==> config.mk <==
export PLATFORM = sky130hd
export DESIGN_NAME = cdt_clock_tree
export DESIGN_NICKNAME = d
export VERILOG_FILES = /design/src/design/cdt_pkg.sv /design/src/design/cdt_clock_tree.sv
export SDC_FILE = /design/constraint.sdc
export NUM_CORES = 1
export LEC_CHECK = 0
export ABC_AREA = 1
export BUFFER_PORTS_ARGS = -buffer_cell sky130_fd_sc_hd__buf_2
export CAP_MARGIN = 20
export CORE_ASPECT_RATIO = 1.4
export CORE_MARGIN = 10
export CORE_UTILIZATION = 35
export DETAILED_ROUTE_END_ITERATION = 16
export PLACE_DENSITY = 0.57
export RECOVER_POWER = 25
export SYNTH_ARGS = -nofsm -noshare
export SYNTH_HDL_FRONTEND = slang
export SYNTH_SLANG_ARGS = --single-unit
==> constraint.sdc <==
create_clock -name i_core_clk -period 7.95 [get_ports i_core_clk]
set_input_delay 1.59 -clock i_core_clk [delete_from_list [all_inputs] [get_ports i_core_clk]]
set_output_delay 1.59 -clock i_core_clk [all_outputs]
set_load 0.01 [all_outputs]
==> src/design/cdt_pkg.sv <==
// Package: register map, field layout, reset values and shared types for the codec clock tree
// ----------------------------------------------------------------------------
// Summary of operation
// - Root clock chosen from master, bit clock, first general pin or PLL input.
// - DAC modulator clock is root over pre times modulator divider; rate adds oversampling.
// - ADC modulator clock is root over pre times modulator divider; rate adds oversampling.
// - Channel dividers are seven bits; DAC ratio ten bits split; ADC ratio eight bits.
// - DAC power-down runs an internal shutdown; host keeps both DAC dividers enabled.
// - Two DAC status flags at bits seven and three; then modulator, then pre-divider off.
// - With ADC dividers disabled, the ADC path is clocked from the DAC dividers.
// - ADC power-down runs an internal shutdown; host keeps both ADC dividers enabled.
// - ADC status flag at bit six; then modulator, then pre-divider may be disabled.
// - With drive bit three set, bit clock pin outputs its input divided by 2..128; at ratio one it stays high.
// - Two-bit mux picks bit-clock divider input among DAC/ADC DSP and modulator clocks.
// - General clock goes out on a chosen pin, its input divided by 2..128; at ratio one it stays high.
// - Three-bit mux picks the general clock divider input.
// ----------------------------------------------------------------------------
package cdt_pkg;
  // Register offsets
  localparam logic [7:0] ADDR_ROOT_SEL = 8'h04;
  localparam logic [7:0] ADDR_DAC_PRE = 8'h0b;
  localparam logic [7:0] ADDR_DAC_MOD = 8'h0c;
  localparam logic [7:0] ADDR_DAC_OVERSAMPLING_RATIO_HI = 8'h0d;
  localparam logic [7:0] ADDR_DAC_OVERSAMPLING_RATIO_LO = 8'h0e;
  localparam logic [7:0] ADDR_ADC_PRE = 8'h12;
  localparam logic [7:0] ADDR_ADC_MOD = 8'h13;
  localparam logic [7:0] ADDR_ADC_OVERSAMPLING_RATIO = 8'h14;
  localparam logic [7:0] ADDR_GEN_SEL = 8'h19;
  localparam logic [7:0] ADDR_GEN_DIV = 8'h1a;
  localparam logic [7:0] ADDR_AIF_CTRL = 8'h1b;
  localparam logic [7:0] ADDR_BCLK_SEL = 8'h1d;
  localparam logic [7:0] ADDR_BCLK_DIV = 8'h1e;
  localparam logic [7:0] ADDR_ADC_STATUS = 8'h24;
  localparam logic [7:0] ADDR_DAC_STATUS = 8'h25;
  // Field positions
  localparam int DIV_EN_BIT = 7;
  localparam int BCLK_DRIVE_BIT = 3;
  localparam int DAC_FLAG_A_BIT = 7;
  localparam int DAC_FLAG_B_BIT = 3;
  localparam int ADC_FLAG_BIT = 6;
  localparam int DIV7_W = 7;
  localparam int DAC_OVERSAMPLING_RATIO_W = 10;
  localparam int ADC_OVERSAMPLING_RATIO_W = 8;
  // Reset values: dividers disabled at divide-by-one, ratios at 128
  localparam logic [7:0] DIV_RST = 8'h01;
  localparam logic [1:0] DAC_OVERSAMPLING_RATIO_HI_RST = 2'h0;
  localparam logic [7:0] OSR_LO_RST = 8'h80;
  localparam logic [7:0] CTRL_RST = 8'h00;
  // Divider slots in the tree
  localparam int NDIV = 8;
  localparam int D_DAC_PRE_DIVIDER = 0;
  localparam int D_DAC_MODULATOR_DIVIDER = 1;
  localparam int D_DAC_OVERSAMPLING_RATIO = 2;
  localparam int D_ADC_PRE_DIVIDER = 3;
  localparam int D_ADC_MODULATOR_DIVIDER = 4;
  localparam int D_ADC_OVERSAMPLING_RATIO = 5;
  localparam int D_BDIV = 6;
  localparam int D_GDIV = 7;
  // Shutdown sequence states, Gray along off, on, shutting down
  typedef enum logic [1:0] {
    CDT_OFF = 2'b00,
    CDT_ON = 2'b01,
    CDT_SHUT = 2'b11
  } cdt_chan_type;
endpackage

==> src/design/cdt_clock_tree.sv <==
// Module: codec clock source mux, divider tree, channel shutdown and clock pin outputs
`timescale 1ns/1ps
`default_nettype none
module cdt_clock_tree #(
  parameter int CNT_W = 11,
  parameter int SHUT_TICKS = 16
) (
  input wire logic i_core_clk,
  input wire logic i_nrst,
  input wire logic [7:0] i_reg_addr,
  input wire logic [7:0] i_reg_wdata,
  input wire logic i_reg_wr,
  input wire logic i_reg_rd,
  output logic [7:0] o_reg_rdata,
  input wire logic i_mclk_tick,
  input wire logic i_bclk_tick,
  input wire logic i_first_general_pin_tick,
  input wire logic i_pll_tick,
  input wire logic i_dac_power_up,
  input wire logic i_adc_power_up,
  input wire logic [1:0] i_gclk_pin_sel,
  output logic o_root_tick,
  output logic o_dac_dsp_tick,
  output logic o_dac_mod_tick,
  output logic o_dac_fs_tick,
  output logic o_adc_dsp_tick,
  output logic o_adc_mod_tick,
  output logic o_adc_fs_tick,
  output logic o_bclk_o,
  output logic o_bclk_oe,
  output logic [3:0] o_gclk_o,
  output logic [3:0] o_gclk_oe
);
  import cdt_pkg::*;

  typedef struct packed {
    logic [1:0] root_sel;
    logic [7:0] dac_pre_divider;
    logic [7:0] dac_modulator_divider;
    logic [1:0] dac_oversampling_ratio_hi;
    logic [7:0] dac_oversampling_ratio_lo;
    logic [7:0] adc_pre_divider;
    logic [7:0] adc_modulator_divider;
    logic [7:0] adc_oversampling_ratio;
    logic [2:0] gen_sel;
    logic [7:0] gen_div;
    logic [7:0] aif;
    logic [1:0] bclk_sel;
    logic [7:0] bclk_div;
    logic [7:0] rdata;
    logic root;
    logic adc_dsp;
    logic adc_mod;
    logic [NDIV-1:0] act_en;
    logic [NDIV-1:0] out;
    logic [NDIV-1:0][CNT_W-1:0] cnt;
    logic [NDIV-1:0][CNT_W-1:0] lim;
    cdt_chan_type [1:0] chan;
    logic [1:0][CNT_W-1:0] shut_cnt;
    logic bclk;
    logic gclk;
  } cdt_state_type;

  cdt_state_type state_reg;
  cdt_state_type state_next;
  logic [NDIV-1:0][CNT_W-1:0] req_lim;
  logic [NDIV-1:0] req_en;
  logic [NDIV-1:0] src_tick;
  logic [1:0] chan_req;
  logic [1:0] chan_tick;
  logic [NDIV-1:0] wrap;

  // ----------------------------------------------------------------------------
  // Helpers
  // ----------------------------------------------------------------------------
  // Zero in a divider field selects the largest ratio the field allows
  function automatic logic [CNT_W-1:0] field_lim(input logic [DAC_OVERSAMPLING_RATIO_W-1:0] v, input int w);
    logic [CNT_W-1:0] r;
    r = CNT_W'(v);
    if (v == '0) begin
      r = CNT_W'(1) << w;
    end
    return r;
  endfunction

  function automatic logic [CNT_W-1:0] half_of(input logic [CNT_W-1:0] l);
    return CNT_W'((l + CNT_W'(1)) >> 1);
  endfunction

  // ----------------------------------------------------------------------------
  // Divider requests and tree wiring
  // ----------------------------------------------------------------------------
  always_comb begin
    req_lim[D_DAC_PRE_DIVIDER] = field_lim(DAC_OVERSAMPLING_RATIO_W'(state_reg.dac_pre_divider[DIV7_W-1:0]), DIV7_W);
    req_lim[D_DAC_MODULATOR_DIVIDER] = field_lim(DAC_OVERSAMPLING_RATIO_W'(state_reg.dac_modulator_divider[DIV7_W-1:0]), DIV7_W);
    req_lim[D_DAC_OVERSAMPLING_RATIO] = field_lim({state_reg.dac_oversampling_ratio_hi, state_reg.dac_oversampling_ratio_lo}, DAC_OVERSAMPLING_RATIO_W);
    req_lim[D_ADC_PRE_DIVIDER] = field_lim(DAC_OVERSAMPLING_RATIO_W'(state_reg.adc_pre_divider[DIV7_W-1:0]), DIV7_W);
    req_lim[D_ADC_MODULATOR_DIVIDER] = field_lim(DAC_OVERSAMPLING_RATIO_W'(state_reg.adc_modulator_divider[DIV7_W-1:0]), DIV7_W);
    req_lim[D_ADC_OVERSAMPLING_RATIO] = field_lim(DAC_OVERSAMPLING_RATIO_W'(state_reg.adc_oversampling_ratio), ADC_OVERSAMPLING_RATIO_W);
    req_lim[D_BDIV] = field_lim(DAC_OVERSAMPLING_RATIO_W'(state_reg.bclk_div[DIV7_W-1:0]), DIV7_W);
    req_lim[D_GDIV] = field_lim(DAC_OVERSAMPLING_RATIO_W'(state_reg.gen_div[DIV7_W-1:0]), DIV7_W);
    req_en[D_DAC_PRE_DIVIDER] = state_reg.dac_pre_divider[DIV_EN_BIT];
    req_en[D_DAC_MODULATOR_DIVIDER] = state_reg.dac_modulator_divider[DIV_EN_BIT];
    req_en[D_DAC_OVERSAMPLING_RATIO] = 1'b1;
    req_en[D_ADC_PRE_DIVIDER] = state_reg.adc_pre_divider[DIV_EN_BIT];
    req_en[D_ADC_MODULATOR_DIVIDER] = state_reg.adc_modulator_divider[DIV_EN_BIT];
    req_en[D_ADC_OVERSAMPLING_RATIO] = 1'b1;
    req_en[D_BDIV] = state_reg.bclk_div[DIV_EN_BIT] & state_reg.aif[BCLK_DRIVE_BIT];
    req_en[D_GDIV] = state_reg.gen_div[DIV_EN_BIT];
    // Cascade: each stage counts ticks of its parent
    src_tick[D_DAC_PRE_DIVIDER] = state_reg.root;
    src_tick[D_DAC_MODULATOR_DIVIDER] = state_reg.out[D_DAC_PRE_DIVIDER];
    src_tick[D_DAC_OVERSAMPLING_RATIO] = state_reg.out[D_DAC_MODULATOR_DIVIDER];
    src_tick[D_ADC_PRE_DIVIDER] = state_reg.root;
    src_tick[D_ADC_MODULATOR_DIVIDER] = state_reg.out[D_ADC_PRE_DIVIDER];
    src_tick[D_ADC_OVERSAMPLING_RATIO] = state_reg.adc_mod;
    case (state_reg.bclk_sel)
      2'h0: src_tick[D_BDIV] = state_reg.out[D_DAC_PRE_DIVIDER];
      2'h1: src_tick[D_BDIV] = state_reg.out[D_DAC_MODULATOR_DIVIDER];
      2'h2: src_tick[D_BDIV] = state_reg.adc_dsp;
      default: src_tick[D_BDIV] = state_reg.adc_mod;
    endcase
    case (state_reg.gen_sel)
      3'h0: src_tick[D_GDIV] = state_reg.root;
      3'h1: src_tick[D_GDIV] = state_reg.out[D_DAC_PRE_DIVIDER];
      3'h2: src_tick[D_GDIV] = state_reg.out[D_DAC_MODULATOR_DIVIDER];
      3'h3: src_tick[D_GDIV] = state_reg.adc_dsp;
      3'h4: src_tick[D_GDIV] = state_reg.adc_mod;
      3'h5: src_tick[D_GDIV] = state_reg.out[D_DAC_OVERSAMPLING_RATIO];
      3'h6: src_tick[D_GDIV] = state_reg.out[D_ADC_OVERSAMPLING_RATIO];
      default: src_tick[D_GDIV] = 1'b0;
    endcase
    chan_req = {i_adc_power_up, i_dac_power_up};
    chan_tick = {state_reg.adc_mod, state_reg.out[D_DAC_MODULATOR_DIVIDER]};
    // A divider wraps on the parent tick that completes its current ratio
    for (int i = 0; i < NDIV; i++) begin
      wrap[i] = src_tick[i] && state_reg.act_en[i] &&
                (state_reg.cnt[i] == state_reg.lim[i] - CNT_W'(1));
    end
  end

  // ----------------------------------------------------------------------------
  // Next state
  // ----------------------------------------------------------------------------
  always_comb begin
    state_next = state_reg;
    state_next.out = '0;
    // Register writes
    if (i_reg_wr) begin
      case (i_reg_addr)
        ADDR_ROOT_SEL: state_next.root_sel = i_reg_wdata[1:0];
        ADDR_DAC_PRE: state_next.dac_pre_divider = i_reg_wdata;
        ADDR_DAC_MOD: state_next.dac_modulator_divider = i_reg_wdata;
        ADDR_DAC_OVERSAMPLING_RATIO_HI: state_next.dac_oversampling_ratio_hi = i_reg_wdata[1:0];
        ADDR_DAC_OVERSAMPLING_RATIO_LO: state_next.dac_oversampling_ratio_lo = i_reg_wdata;
        ADDR_ADC_PRE: state_next.adc_pre_divider = i_reg_wdata;
        ADDR_ADC_MOD: state_next.adc_modulator_divider = i_reg_wdata;
        ADDR_ADC_OVERSAMPLING_RATIO: state_next.adc_oversampling_ratio = i_reg_wdata;
        ADDR_GEN_SEL: state_next.gen_sel = i_reg_wdata[2:0];
        ADDR_GEN_DIV: state_next.gen_div = i_reg_wdata;
        ADDR_AIF_CTRL: state_next.aif = i_reg_wdata;
        ADDR_BCLK_SEL: state_next.bclk_sel = i_reg_wdata[1:0];
        ADDR_BCLK_DIV: state_next.bclk_div = i_reg_wdata;
        default: state_next.root_sel = state_reg.root_sel;
      endcase
    end
    // Register reads, captured so the data port comes from a flop
    if (i_reg_rd) begin
      state_next.rdata = '0;
      case (i_reg_addr)
        ADDR_ROOT_SEL: state_next.rdata = {6'h00, state_reg.root_sel};
        ADDR_DAC_PRE: state_next.rdata = state_reg.dac_pre_divider;
        ADDR_DAC_MOD: state_next.rdata = state_reg.dac_modulator_divider;
        ADDR_DAC_OVERSAMPLING_RATIO_HI: state_next.rdata = {6'h00, state_reg.dac_oversampling_ratio_hi};
        ADDR_DAC_OVERSAMPLING_RATIO_LO: state_next.rdata = state_reg.dac_oversampling_ratio_lo;
        ADDR_ADC_PRE: state_next.rdata = state_reg.adc_pre_divider;
        ADDR_ADC_MOD: state_next.rdata = state_reg.adc_modulator_divider;
        ADDR_ADC_OVERSAMPLING_RATIO: state_next.rdata = state_reg.adc_oversampling_ratio;
        ADDR_GEN_SEL: state_next.rdata = {5'h00, state_reg.gen_sel};
        ADDR_GEN_DIV: state_next.rdata = state_reg.gen_div;
        ADDR_AIF_CTRL: state_next.rdata = state_reg.aif;
        ADDR_BCLK_SEL: state_next.rdata = {6'h00, state_reg.bclk_sel};
        ADDR_BCLK_DIV: state_next.rdata = state_reg.bclk_div;
        ADDR_ADC_STATUS: state_next.rdata[ADC_FLAG_BIT] = (state_reg.chan[1] != CDT_OFF);
        ADDR_DAC_STATUS: begin
          state_next.rdata[DAC_FLAG_A_BIT] = (state_reg.chan[0] != CDT_OFF);
          state_next.rdata[DAC_FLAG_B_BIT] = (state_reg.chan[0] != CDT_OFF);
        end
        default: state_next.rdata = '0;
      endcase
    end
    // Root source mux
    case (state_reg.root_sel)
      2'h0: state_next.root = i_mclk_tick;
      2'h1: state_next.root = i_bclk_tick;
      2'h2: state_next.root = i_first_general_pin_tick;
      default: state_next.root = i_pll_tick;
    endcase
    // Dividers. An idle divider starts cleanly at count zero; a running one
    // only reloads its ratio and enable when it wraps, so no period is cut short.
    for (int i = 0; i < NDIV; i++) begin
      if (!state_reg.act_en[i]) begin
        state_next.cnt[i] = '0;
        if (req_en[i]) begin
          state_next.act_en[i] = 1'b1;
          state_next.lim[i] = req_lim[i];
        end
      end else if (src_tick[i]) begin
        if (state_reg.cnt[i] == state_reg.lim[i] - CNT_W'(1)) begin
          state_next.cnt[i] = '0;
          state_next.out[i] = 1'b1;
          state_next.lim[i] = req_lim[i];
          state_next.act_en[i] = req_en[i];
        end else begin
          state_next.cnt[i] = state_reg.cnt[i] + CNT_W'(1);
        end
      end
    end
    // ADC path falls back to the DAC dividers while its own are off
    state_next.adc_dsp = state_reg.act_en[D_ADC_PRE_DIVIDER] ? state_next.out[D_ADC_PRE_DIVIDER] : state_next.out[D_DAC_PRE_DIVIDER];
    state_next.adc_mod = state_reg.act_en[D_ADC_MODULATOR_DIVIDER] ? state_next.out[D_ADC_MODULATOR_DIVIDER] : state_next.out[D_DAC_MODULATOR_DIVIDER];
    // Pin levels: high for the first half of each divided period. A ratio of one
    // cannot make a square wave from single ticks, so the level then stays high.
    state_next.bclk = state_next.act_en[D_BDIV] &&
                      (state_next.cnt[D_BDIV] < half_of(state_next.lim[D_BDIV]));
    state_next.gclk = state_next.act_en[D_GDIV] &&
                      (state_next.cnt[D_GDIV] < half_of(state_next.lim[D_GDIV]));
    // Channel shutdown: the flag stays up until enough modulator ticks have
    // passed, so the sequence stalls if the channel's modulator tick stops early (ADC falls back to the DAC modulator tick).
    for (int c = 0; c < 2; c++) begin
      case (state_reg.chan[c])
        CDT_OFF: begin
          if (chan_req[c]) begin
            state_next.chan[c] = CDT_ON;
          end
        end
        CDT_ON: begin
          if (!chan_req[c]) begin
            state_next.chan[c] = CDT_SHUT;
            state_next.shut_cnt[c] = '0;
          end
        end
        CDT_SHUT: begin
          if (chan_req[c]) begin
            state_next.chan[c] = CDT_ON;
          end else if (chan_tick[c]) begin
            if (state_reg.shut_cnt[c] == CNT_W'(SHUT_TICKS - 1)) begin
              state_next.chan[c] = CDT_OFF;
            end else begin
              state_next.shut_cnt[c] = state_reg.shut_cnt[c] + CNT_W'(1);
            end
          end
        end
        default: state_next.chan[c] = CDT_OFF;
      endcase
    end
  end

  always_ff @(posedge i_core_clk or negedge i_nrst) begin
    if (!i_nrst) begin
      state_reg <= '0;
      state_reg.dac_pre_divider <= DIV_RST;
      state_reg.dac_modulator_divider <= DIV_RST;
      state_reg.dac_oversampling_ratio_hi <= DAC_OVERSAMPLING_RATIO_HI_RST;
      state_reg.dac_oversampling_ratio_lo <= OSR_LO_RST;
      state_reg.adc_pre_divider <= DIV_RST;
      state_reg.adc_modulator_divider <= DIV_RST;
      state_reg.adc_oversampling_ratio <= OSR_LO_RST;
      state_reg.gen_div <= DIV_RST;
      state_reg.bclk_div <= DIV_RST;
      state_reg.aif <= CTRL_RST;
      state_reg.chan <= '{CDT_OFF, CDT_OFF};
    end else begin
      state_reg <= state_next;
    end
  end

  // ----------------------------------------------------------------------------
  // Outputs
  // ----------------------------------------------------------------------------
  assign o_reg_rdata = state_reg.rdata;
  assign o_root_tick = state_reg.root;
  assign o_dac_dsp_tick = state_reg.out[D_DAC_PRE_DIVIDER];
  assign o_dac_mod_tick = state_reg.out[D_DAC_MODULATOR_DIVIDER];
  assign o_dac_fs_tick = state_reg.out[D_DAC_OVERSAMPLING_RATIO];
  assign o_adc_dsp_tick = state_reg.adc_dsp;
  assign o_adc_mod_tick = state_reg.adc_mod;
  assign o_adc_fs_tick = state_reg.out[D_ADC_OVERSAMPLING_RATIO];
  assign o_bclk_o = state_reg.bclk;
  assign o_bclk_oe = state_reg.act_en[D_BDIV];
  always_comb begin
    for (int k = 0; k < 4; k++) begin
      o_gclk_oe[k] = state_reg.act_en[D_GDIV] && (i_gclk_pin_sel == 2'(k));
      o_gclk_o[k] = o_gclk_oe[k] && state_reg.gclk;
    end
  end
endmodule // cdt_clock_tree
`default_nettype wire

**Word level (Yosys, flattened, before mapping)**

Index checks and enable logic that the tools add are counted.

- Equal/unequal tests: 68
- Muxes and demuxes: 136
- Add/subtract/negate cells: 20
- Bitwise logic cells: 1
- Reductions and logical operators: 55
- Order comparisons: 2

Operator list:

| operator | count |
|---|---|
| 2-to-1 mux 11 bit | 63 |
| adder 11 x 1 -> 11 bit, second input constant | 12 |
| == test 11 bit | 8 |
| subtractor 11 x 1 -> 11 bit, second input constant | 8 |
| == test 8 x 5 -> 1 bit, second input constant | 8 |
| 2-to-1 mux 8 bit | 6 |
| 2-to-1 mux 1 bit | 44 |
| case mux 11 bit (2 select lines) | 2 |
| logical NOT 7 bit | 6 |
| case mux 3 bit (13 select lines) | 1 |
| == test 8 x 4 -> 1 bit, second input constant | 4 |
| case mux 1 bit (10 select lines) | 3 |
| AND reduction 2 bit | 15 |
| != test 2 bit, second input constant | 13 |
| == test 11 x 4 -> 1 bit, second input constant | 2 |
| less-than comparator 11 x 10 -> 1 bit | 2 |
| 2-to-1 mux 2 bit | 10 |
| != test 2 x 1 -> 1 bit, second input constant | 9 |
| case mux 2 bit (9 select lines) | 1 |
| == test 8 x 6 -> 1 bit, second input constant | 2 |
| nonzero test 2 bit | 8 |
| == test 2 bit, second input constant | 6 |
| != test 3 bit, second input constant | 4 |
| case mux 2 bit (3 select lines) | 2 |
| 17 further kinds | 43 |

- Bits of input ports: 28
- Register bits after elaboration: 310
- Word-level logic and storage cells: 323
- Output and inout bits: 25

**Longest topological paths before layout**

Gate-level depths: netlist of run 1.

- Word-level depth: 8
- Mapped depth: 27

**Worst setup path after synthesis of run 1**

OpenSTA, ideal clock, no wires.

- Kind: input port to output port
- From: input port i_gclk_pin_sel[1]
- To: output port o_gclk_o[3]
- Path buffers: 0
- Path slack: 4.283 ns
- Arrival time: 2.077 ns
- Data required time: 6.360 ns
- Stages on the path: 2
- Path through: inv_1 -> nor4_1

- Longest elaborated chain between the ends: 3

Ends and longest elaborated chain:

| element | RTL line | source |
|---|---|---|
| start, declared | cdt_clock_tree.sv:21 | `input wire logic [1:0] i_gclk_pin_sel,` |
| == test 2 bit | cdt_clock_tree.sv:293 | `o_gclk_oe[k] = state_reg.act_en[D_GDIV] && (i_gclk_pin_sel == 2'(k));` |
| logical AND 1 bit | cdt_clock_tree.sv:293 |  |
| logical AND 1 bit | cdt_clock_tree.sv:294 | `o_gclk_o[k] = o_gclk_oe[k] && state_reg.gclk;` |
| end, declared | cdt_clock_tree.sv:31 | `output logic [3:0] o_gclk_o,` |

Every way passes these cells.

==> results of run 1 <==
## cell type report
type	instances	area [µm²]
Clock inverter	15	163.9
Inverter	340	1276
Timing Repair Buffer	55	309.0
Multi-Input combinational cell	1682	8862
Fill cell	5196	30500
Clock buffer	41	843.3
Sequential cell	294	7367
Tap cell	643	804.5
## cells in the final DEF, fill, tap and decap left out, drive strengths merged, types with 2 or more instances in the layout
master / netlist / layout
a211oi: 4 / 4
a21oi: 61 / 61
a221oi: 17 / 17
a22o: 2 / 2
a22oi: 2 / 2
a31oi: 6 / 6
a32o: 2 / 2
and3: 4 / 4
buf: 21 / 52
bufinv: 0 / 3
clkbuf: 24 / 44
clkinv: 4 / 12
clkinvlp: 0 / 4
dfrtp: 286 / 286
dfstp: 8 / 8
ha: 38 / 38
inv: 336 / 336
mux2: 6 / 6
nand2: 531 / 531
nand3: 161 / 161
nand3b: 11 / 11
nand4: 70 / 70
nor2: 238 / 238
nor3: 68 / 68
nor3b: 4 / 4
nor4: 31 / 31
o2111ai: 3 / 3
o211ai: 2 / 2
o21ai: 268 / 268
o22ai: 23 / 23
o31ai: 4 / 4
o32ai: 2 / 2
or2: 12 / 12
xnor2: 23 / 23
xor2: 82 / 82
## power groups by stage
| stage | sequential [mW] | clock (mW) | combinational, mW |
|---|---|---|---|
| after global placement | 1.80 | 0 | 1.16 |
| final | 1.77 | 1.47 | 1.18 |
| after detailed placement | 1.80 | 0 | 1.18 |
| after global routing | 1.79 | 1.56 | 1.35 |
| after floorplan | 1.72 | 0 | 0.915 |
| after CTS | 1.77 | 1.51 | 1.19 |
## worst max-delay path by stage
stage	end	depth (start not counted)	slack, ns	from
2_1_floorplan	o_gclk_o[3]	2	4.28	i_gclk_pin_sel[1]
3_3_place_gp	o_reg_rdata[1]	11	4.01	i_reg_addr[7]
3_5_place_dp	o_bclk_o	22	3.95	o_dac_mod_tick
4_1_cts	o_gclk_o[3]	3	3.76	state_reg[219]
5_1_grt	state_reg[106]	1	2.65	i_nrst
6_report	state_reg[267]	3	3.39	i_nrst
## cells in the mapped netlist, drive strengths merged (3+ instances only)
cell type and n:
o22ai 23, o31ai 4, o21ai 268, nand3 161
nor2 238, dfrtp 286, nand2 531, clkbuf 24
xnor2 23, nand3b 11, nor3 68, a21oi 61
ha 38, a31oi 6, inv 336, o2111ai 3
mux2 6, a211oi 4, xor2 82, nand4 70
nor3b 4, and3 4, buf 21, a221oi 17
nor4 31, clkinv 4, dfstp 8, or2 12
## routing by layer
| layer | GRT usage, % | vias to the layer above | share of wire (%) |
|---|---|---|---|
| li1 | - | 7893 | - |
| met1 | 18.78 | 7490 | 42 |
| met2 | 29.66 | 276 | 51 |
| met3 | 2.051 | 101 | 3.7 |
| met4 | 6.425 | 2 | 3.5 |
| met5 | 0 | - | 0.022 |
## per-stage QoR
step,utilization (%),total power [mW]
final,39.16,4.418
after global routing,39.16,4.697
after CTS,39.13,4.465
after detailed placement,37.12,2.977
after global placement,37.12,2.952
after floorplan,-,2.636
## cells by family (layout without fill, tap and decap cells)
| group | count (synthesis) | count (layout) |
|---|---|---|
| flops | 294 | 294 |
| other cells | 1 | 1 |
| compound gates | 400 | 400 |
| mux | 6 | 6 |
| fa+ha+maj | 38 | 38 |
| simple gates | 1132 | 1132 |
| xor+xnor | 105 | 105 |
| buf+inv | 385 | 451 |
## worst reg2reg max path, cell delays in order, from the launching register on
cell     delay, ns
dfrtp_1       0.71
inv_1         0.20
nand2_1       0.12
nand3_1       0.07
nand2_1       0.25
nand2_1       0.10
nor2_1        0.10
nand2_1       0.07
nor2_2        0.15
nand3_4       0.17
nand2_2       0.24
o22ai_1       0.12
nor2_2        0.25
ha_1          0.30
inv_1         0.08
o21ai_0       0.16
nand2_1       0.07
ha_1          0.29
nand2_1       0.05
o21ai_0       0.17
nand3_1       0.10
nand3_1       0.09
nor2_1        0.04
==> out/metrics.csv, run 1 <==
stage,metric,value,unit
power,netSwitchingPower,1.577,mW
sta,fin_crit_sh,57.40,%
clock_network,cts_root_buf,clkbuf_16,
synthesis,synth_top_area_cell,dfrtp_1,
setup_path,cp_cell_sequence,"clkbuf_1, clkbuf_1, buf_16",
run,max-cap-violations,1,
place,io_buffers,52,
synthesis,yosys.area_share.simple,29.28,%
power,power_density,225.1,mW/mm²
final_layout,n_antenna_cell,0,
synthesis,ys_seq_area_share,41.56,%
worst_hold_path,hp-class,reg -> reg,
final_layout,area_delta_synth_final,10.71,%
synthesis,synth_top_family_by_area,simple AND/OR/NAND/NOR gates,
global_route,grtUsageTotal,16.23,%
sta,hold_viol,0,
die,num_rows,97,
synthesis,synth.avg_cell_area,7.508,µm²
drt,vias,15760,
place,dp_hpwl,37500,µm
sta,fmax,219.2,MHz
worst_hold_path,hold_end,req_en[3],
sta,setup_slack,3.387,ns
worst_hold_path,worstHoldStart,req_en[3],
sta,skew,0.008353,ns
drt,drc,0,
synthesis,async_flop_share,100.0,%
power,swShare,35.69,%
power,power_frac_comb,26.7,%
clock_network,cts_resized,0,
drt,wire_per_inst,16.13,µm
sta,rsz0062_at_grt,no,
sta,min_period,4.563,ns
clock_network,cts_hold_buf,0,
global_route,grt_start_max_net_pins,154,
place,postPlaceCellArea,0.01861,mm²
setup_path,rr_endpoint,o_bclk_o,
final_layout,nets,2469,
synthesis,synth_mux_area_share,0.3811,%
run_status,violations,"max-capacitance violations, max-slew violations",
final_layout,finalInstanceArea,0.01963,mm²
power,p_leak,9.015,nW
power,intPower,2.841,mW
setup_path,crit_buf_inv,3,
clock_network,tritoncts,yes,
setup_path,slowest_delay,2.65,ns
clock_network,clk_latency,0.58,ns
synthesis,ys.flop_type,dfrtp_1,
power,clkPwrFrac,33.2,%
setup_path,r2r_cells,22,
drt,via_per_inst,5.134,
setup_path,cpMostUsedCell,clkbuf_1,
die,core_area,0.05012,mm²
final_layout,layout-drive-gt1-share,8.405,%
drt,routed_wl,49520,µm
setup_path,path_max_fanout,72,
sta,worstMarginPinSlew,3.872,ns
die,die_x,210.2,µm
sta,slew_violations,66,
die,start_util,35.37,%
clock_network,cts_buffer_depth,3,
synthesis,ys_warn_count,0,
drt,drtAntennaViolNets,0,
sta,max_slew_margin,-158.1,%
synthesis,syn_area,0.01773,mm²
synthesis,syn_inst,2361,
sta,setup_viol_count_final,0,
die,pin_count,53,
setup_path,worstReg2RegStart,o_dac_mod_tick,
clock_network,clock_sinks,294,
synthesis,yosys.area_share.adder,2.682,%
power,ir_worst_vdd,0.0001886,V
synthesis,synth_nets,2427,
setup_path,critPathLaunchType,primary input,
global_route,antenna_found_initial,1,
drt,drt_iter0_markers,942,
setup_path,worstPathRequired,8.64,ns
final_layout,largest_reg_flops,271,
setup_path,r2r_slack,3.96,ns
setup_path,worstSetupPathType,in -> async,
synthesis,synth_top_area_share,40.37,%
synthesis,synth-seq-cells,294,
setup_path,end_kind,async pin,
die,die_h,286.3,µm
setup_path,crit_family,buffers and inverters,
setup_path,cp.arrival,5.25,ns
synthesis,synth_xor_area_share,5.188,%
die,dieArea,0.06018,mm²
synthesis,synth_edf_count,0,
run_status,status,"complete, but fails checks",
setup_path,cp_slowest_cell,clkbuf_1,
place,gp_congestion,0.9512,
sta,setup_tns,0,ns
final_layout,final_cells,3070,
sta,hold_ws,0.4859,ns
place,pre_cts_slack,3.949,ns
global_route,grt_pass1_vias,15740,
clock_network,htree_num_levels,1,
clock_network,clk_pin_slew,0.06,ns
synthesis,synth_cell_types,58,
synthesis,yosys-top-cells-area,"dfrtp_1 40%, nand2_1 11%, o21ai_0 7.1%",
power,p_seq_share,40.1,%
synthesis,synth_compound_area_share,12.44,%
clock_network,numCtsBuffers,30,
place,place_inst,3013,
global_route,grt-ovfl-total,0,
clock_network,cts_setup_buffers,0,
worst_hold_path,min_path_cells,2,
global_route,grt_pass1_wl,80540,µm
drt,drt_pass1_iterations,5,
Power figures use the tool's default switching activity.
==> run 2, diff against run 1 <==
- PLACE_DENSITY: 0.57 -> 0.59
- clock period: 7.95 -> 4 ns (I/O delays scaled with it)
==> out/metrics.csv, run 2 (synthesis results as in run 1) <==
stage,metric,value,unit,change
setup_path,cp.arrival,4.06,ns,-1.19 ns
clock_network,clk_latency,0.53,ns,-0.05 ns
final_layout,nets,2485,,+0.65%
sta,fin_crit_sh,91.08,%,
setup_path,path_max_fanout,7,,-90%
sta,setup_viol_count_final,0,,unchanged
place,io_buffers,52,,unchanged
sta,hold_ws,0.4528,ns,-0.03310 ns
die,dieArea,0.06018,mm²,unchanged
final_layout,area_delta_synth_final,11.90,%,
drt,drt_pass1_iterations,6,,+1
setup_path,crit_family,simple AND/OR/NAND/NOR gates,,
clock_network,cts_buffer_depth,3,,unchanged
clock_network,cts_resized,0,,unchanged
sta,setup_tns,0,ns,unchanged
setup_path,worstPathRequired,4.42,ns,-4.22 ns
clock_network,numCtsBuffers,34,,+13%
power,power_density,459.0,mW/mm²,+100%
drt,wire_per_inst,16.03,µm,-0.65%
setup_path,slowest_delay,0.42,ns,-2.23 ns
global_route,use_met1,18.54,%,-0.24 points
global_route,grt_start_max_net_pins,112,,-27%
setup_path,crit_buf_inv,2,,-1
die,core_area,0.05012,mm²,unchanged
sta,hold_viol,0,,unchanged
global_route,antenna_found_initial,1,,unchanged
setup_path,end_kind,flip-flop,,
worst_hold_path,hp-class,in -> reg,,
setup_path,cpMostUsedCell,nand2_1,,
die,pin_count,53,,unchanged
global_route,grt-ovfl-total,0,,unchanged
clock_network,htree_num_levels,2,,+1
drt,drc,0,,unchanged
clock_network,clk_pin_slew,0.06,ns,about the same
global_route,use_met2,29.98,%,+0.32 points
drt,vias,15920,,+0.99%
drt,drtAntennaViolNets,0,,unchanged
final_layout,n_antenna_cell,0,,unchanged
clock_network,clock_sinks,294,,unchanged
setup_path,critPathLaunchType,flip-flop,,
clock_network,tritoncts,yes,,
final_layout,layout-drive-gt1-share,9.002,%,+0.60 points
global_route,busiest_layer,met2,,
power,ir_worst_vdd,0.0002538,V,+35%
drt,routed_wl,49470,µm,about the same
die,num_rows,97,,unchanged
drt,drt_iter0_markers,1090,,+16%
run_status,status,"complete, but fails checks",,
clock_network,cts_root_buf,clkbuf_16,,
sta,skew,0.01749,ns,+0.009136 ns
final_layout,fill_cells,5108,,-1.7%
place,gp_congestion,0.9237,,-2.9%
place,dp_hpwl,37460,µm,-0.10%
setup_path,r2r_slack,0.36,ns,-3.60 ns
power,p_leak,9.140,nW,+1.4%
sta,worstMarginPinSlew,3.017,ns,-0.8546 ns
run_status,violations,"max-capacitance violations, max-slew violations",,
setup_path,worstSetupPathType,reg -> reg,,
global_route,grtUsageTotal,16.25,%,about the same
sta,fmax,274.5,MHz,
sta,slew_violations,109,,+65%
final_layout,largest_reg_flops,271,,unchanged
setup_path,cp_slowest_cell,dfrtp_1,,
die,start_util,35.37,%,unchanged
die,die_h,286.3,µm,unchanged
sta,min_period,3.643,ns,
die,die_x,210.2,µm,unchanged
sta,rsz0062_at_grt,no,,
global_route,grt_pass1_wl,80570,µm,about the same
run,max-cap-violations,1,,unchanged
setup_path,cp_cell_sequence,"inv_2, ha_1, xnor2_1, nor2_1, nand3_1, nor2_1, nand2_1, nor2_2, nand3_4, nand3_1, nand2_1, nor2_2, ha_1, inv_1, nor2_2, nand3_1, nand2_1, nand2_1, ha_1, nand2_1, nor3_1, nand2_1, nand3_1, nor2_1",,
final_layout,final_cell_mix,"513 x nand2_1, 323 x inv_1, 286 x dfrtp_1",,
final_layout,final_common_cell,nand2_1,,
global_route,grtUsageMet3,2.095,%,+0.044 points
drt,via_per_inst,5.156,,+0.43%
global_route,grt_pass1_vias,15770,,+0.22%
sta,max_slew_margin,-101.1,%,+57 points
-- run 2: changes by cell type in the layout (fill, tap and decap cells not counted) --
| cell | delta |
|---|---|
| buf_12 | +2 |
| buf_16 | -1 |
| buf_2 | +1 |
| buf_4 | +11 |
| clkbuf_1 | +1 |
| clkbuf_16 | +4 |
| clkbuf_2 | +1 |
| clkbuf_8 | +1 |
| clkinv_2 | -3 |
| clkinv_4 | +1 |
| clkinvlp_4 | -2 |
| inv_6 | +1 |
-- run 2: final timing paths --
| path | from | end | cells past startpoint |
|---|---|---|---|
| worst max-delay path | state_reg[105] | state_reg[0] | 24 |
| worst min-delay path | i_dac_power_up | state_reg[25] | 2 |
| worst max register to register | state_reg[105] | state_reg[0] | 24 |
| worst min register to register | state_reg[73] | state_reg[73] | 2 |
| max in group asynchronous | i_nrst | state_reg[139] | 1 |
| min in group asynchronous | i_nrst | state_reg[271] | 1 |
-- run 2: routing by layer --
metal  vias to the layer above  share of wire, %
met4                         2               3.6
li1                       7910                 -
met1                      7592                41
met3                        90               3.9
met2                       324                52
met5                         -             0.026
-- run 2: timing repair --
item                                    in CTS  in global routing
buffers inserted                             0                  3
endpoints found under the setup margin       0                  1
hold buffers                                 0                  0
-- run 2: through the flow --
step | setup WS [ns] | utilization [%] | instances | total power, mW | instance area [µm²]
finish | 0.3569 | 39.57 | 3087 | 9.105 | 19840
global route | 0.01612 | 39.57 | 3087 | 9.668 | 19840
CTS | 0.2733 | 39.56 | 3084 | 9.175 | 19830
detailed placement | 0.2790 | 37.32 | 3023 | 5.937 | 18710
global placement | 0.3186 | 37.32 | 3023 | 5.890 | 18710
floorplan | 0.7773 | - | 2361 | 5.240 | 17730
-- run 2: final cells by class --
| type | count | area [µm²] | area share, % |
|---|---|---|---|
| multi-input combinational | 1682 | 8862 | 44.68 |
| sequential | 294 | 7367 | 37.14 |
| inverter | 340 | 1276 | 6.434 |
| clock buffer | 49 | 968.4 | 4.882 |
| tap | 643 | 804.5 | 4.056 |
| timing repair buffer | 67 | 406.6 | 2.050 |
| clock inverter | 12 | 151.4 | 0.7632 |
-- run 2: power by group --
group	leakage [nW]	internal, mW	switching (mW)
logic	4.63	0.819	1.57
clock network	0.543	1.89	1.31
registers	3.97	3.20	0.327
-- run 2: worst reg2reg max path: stages (launching register included) --
cell     delay [ns]
dfrtp_1        0.42
inv_2          0.08
ha_1           0.34
xnor2_1        0.14
nor2_1         0.10
nand3_1        0.08
nor2_1         0.20
nand2_1        0.09
nor2_2         0.13
nand3_4        0.15
nand3_1        0.10
nand2_1        0.08
nor2_2         0.16
ha_1           0.27
inv_1          0.10
nor2_2         0.17
nand3_1        0.08
nand2_1        0.07
nand2_1        0.05
ha_1           0.29
nand2_1        0.06
nor3_1         0.20
nand2_1        0.07
nand3_1        0.06
nor2_1         0.04
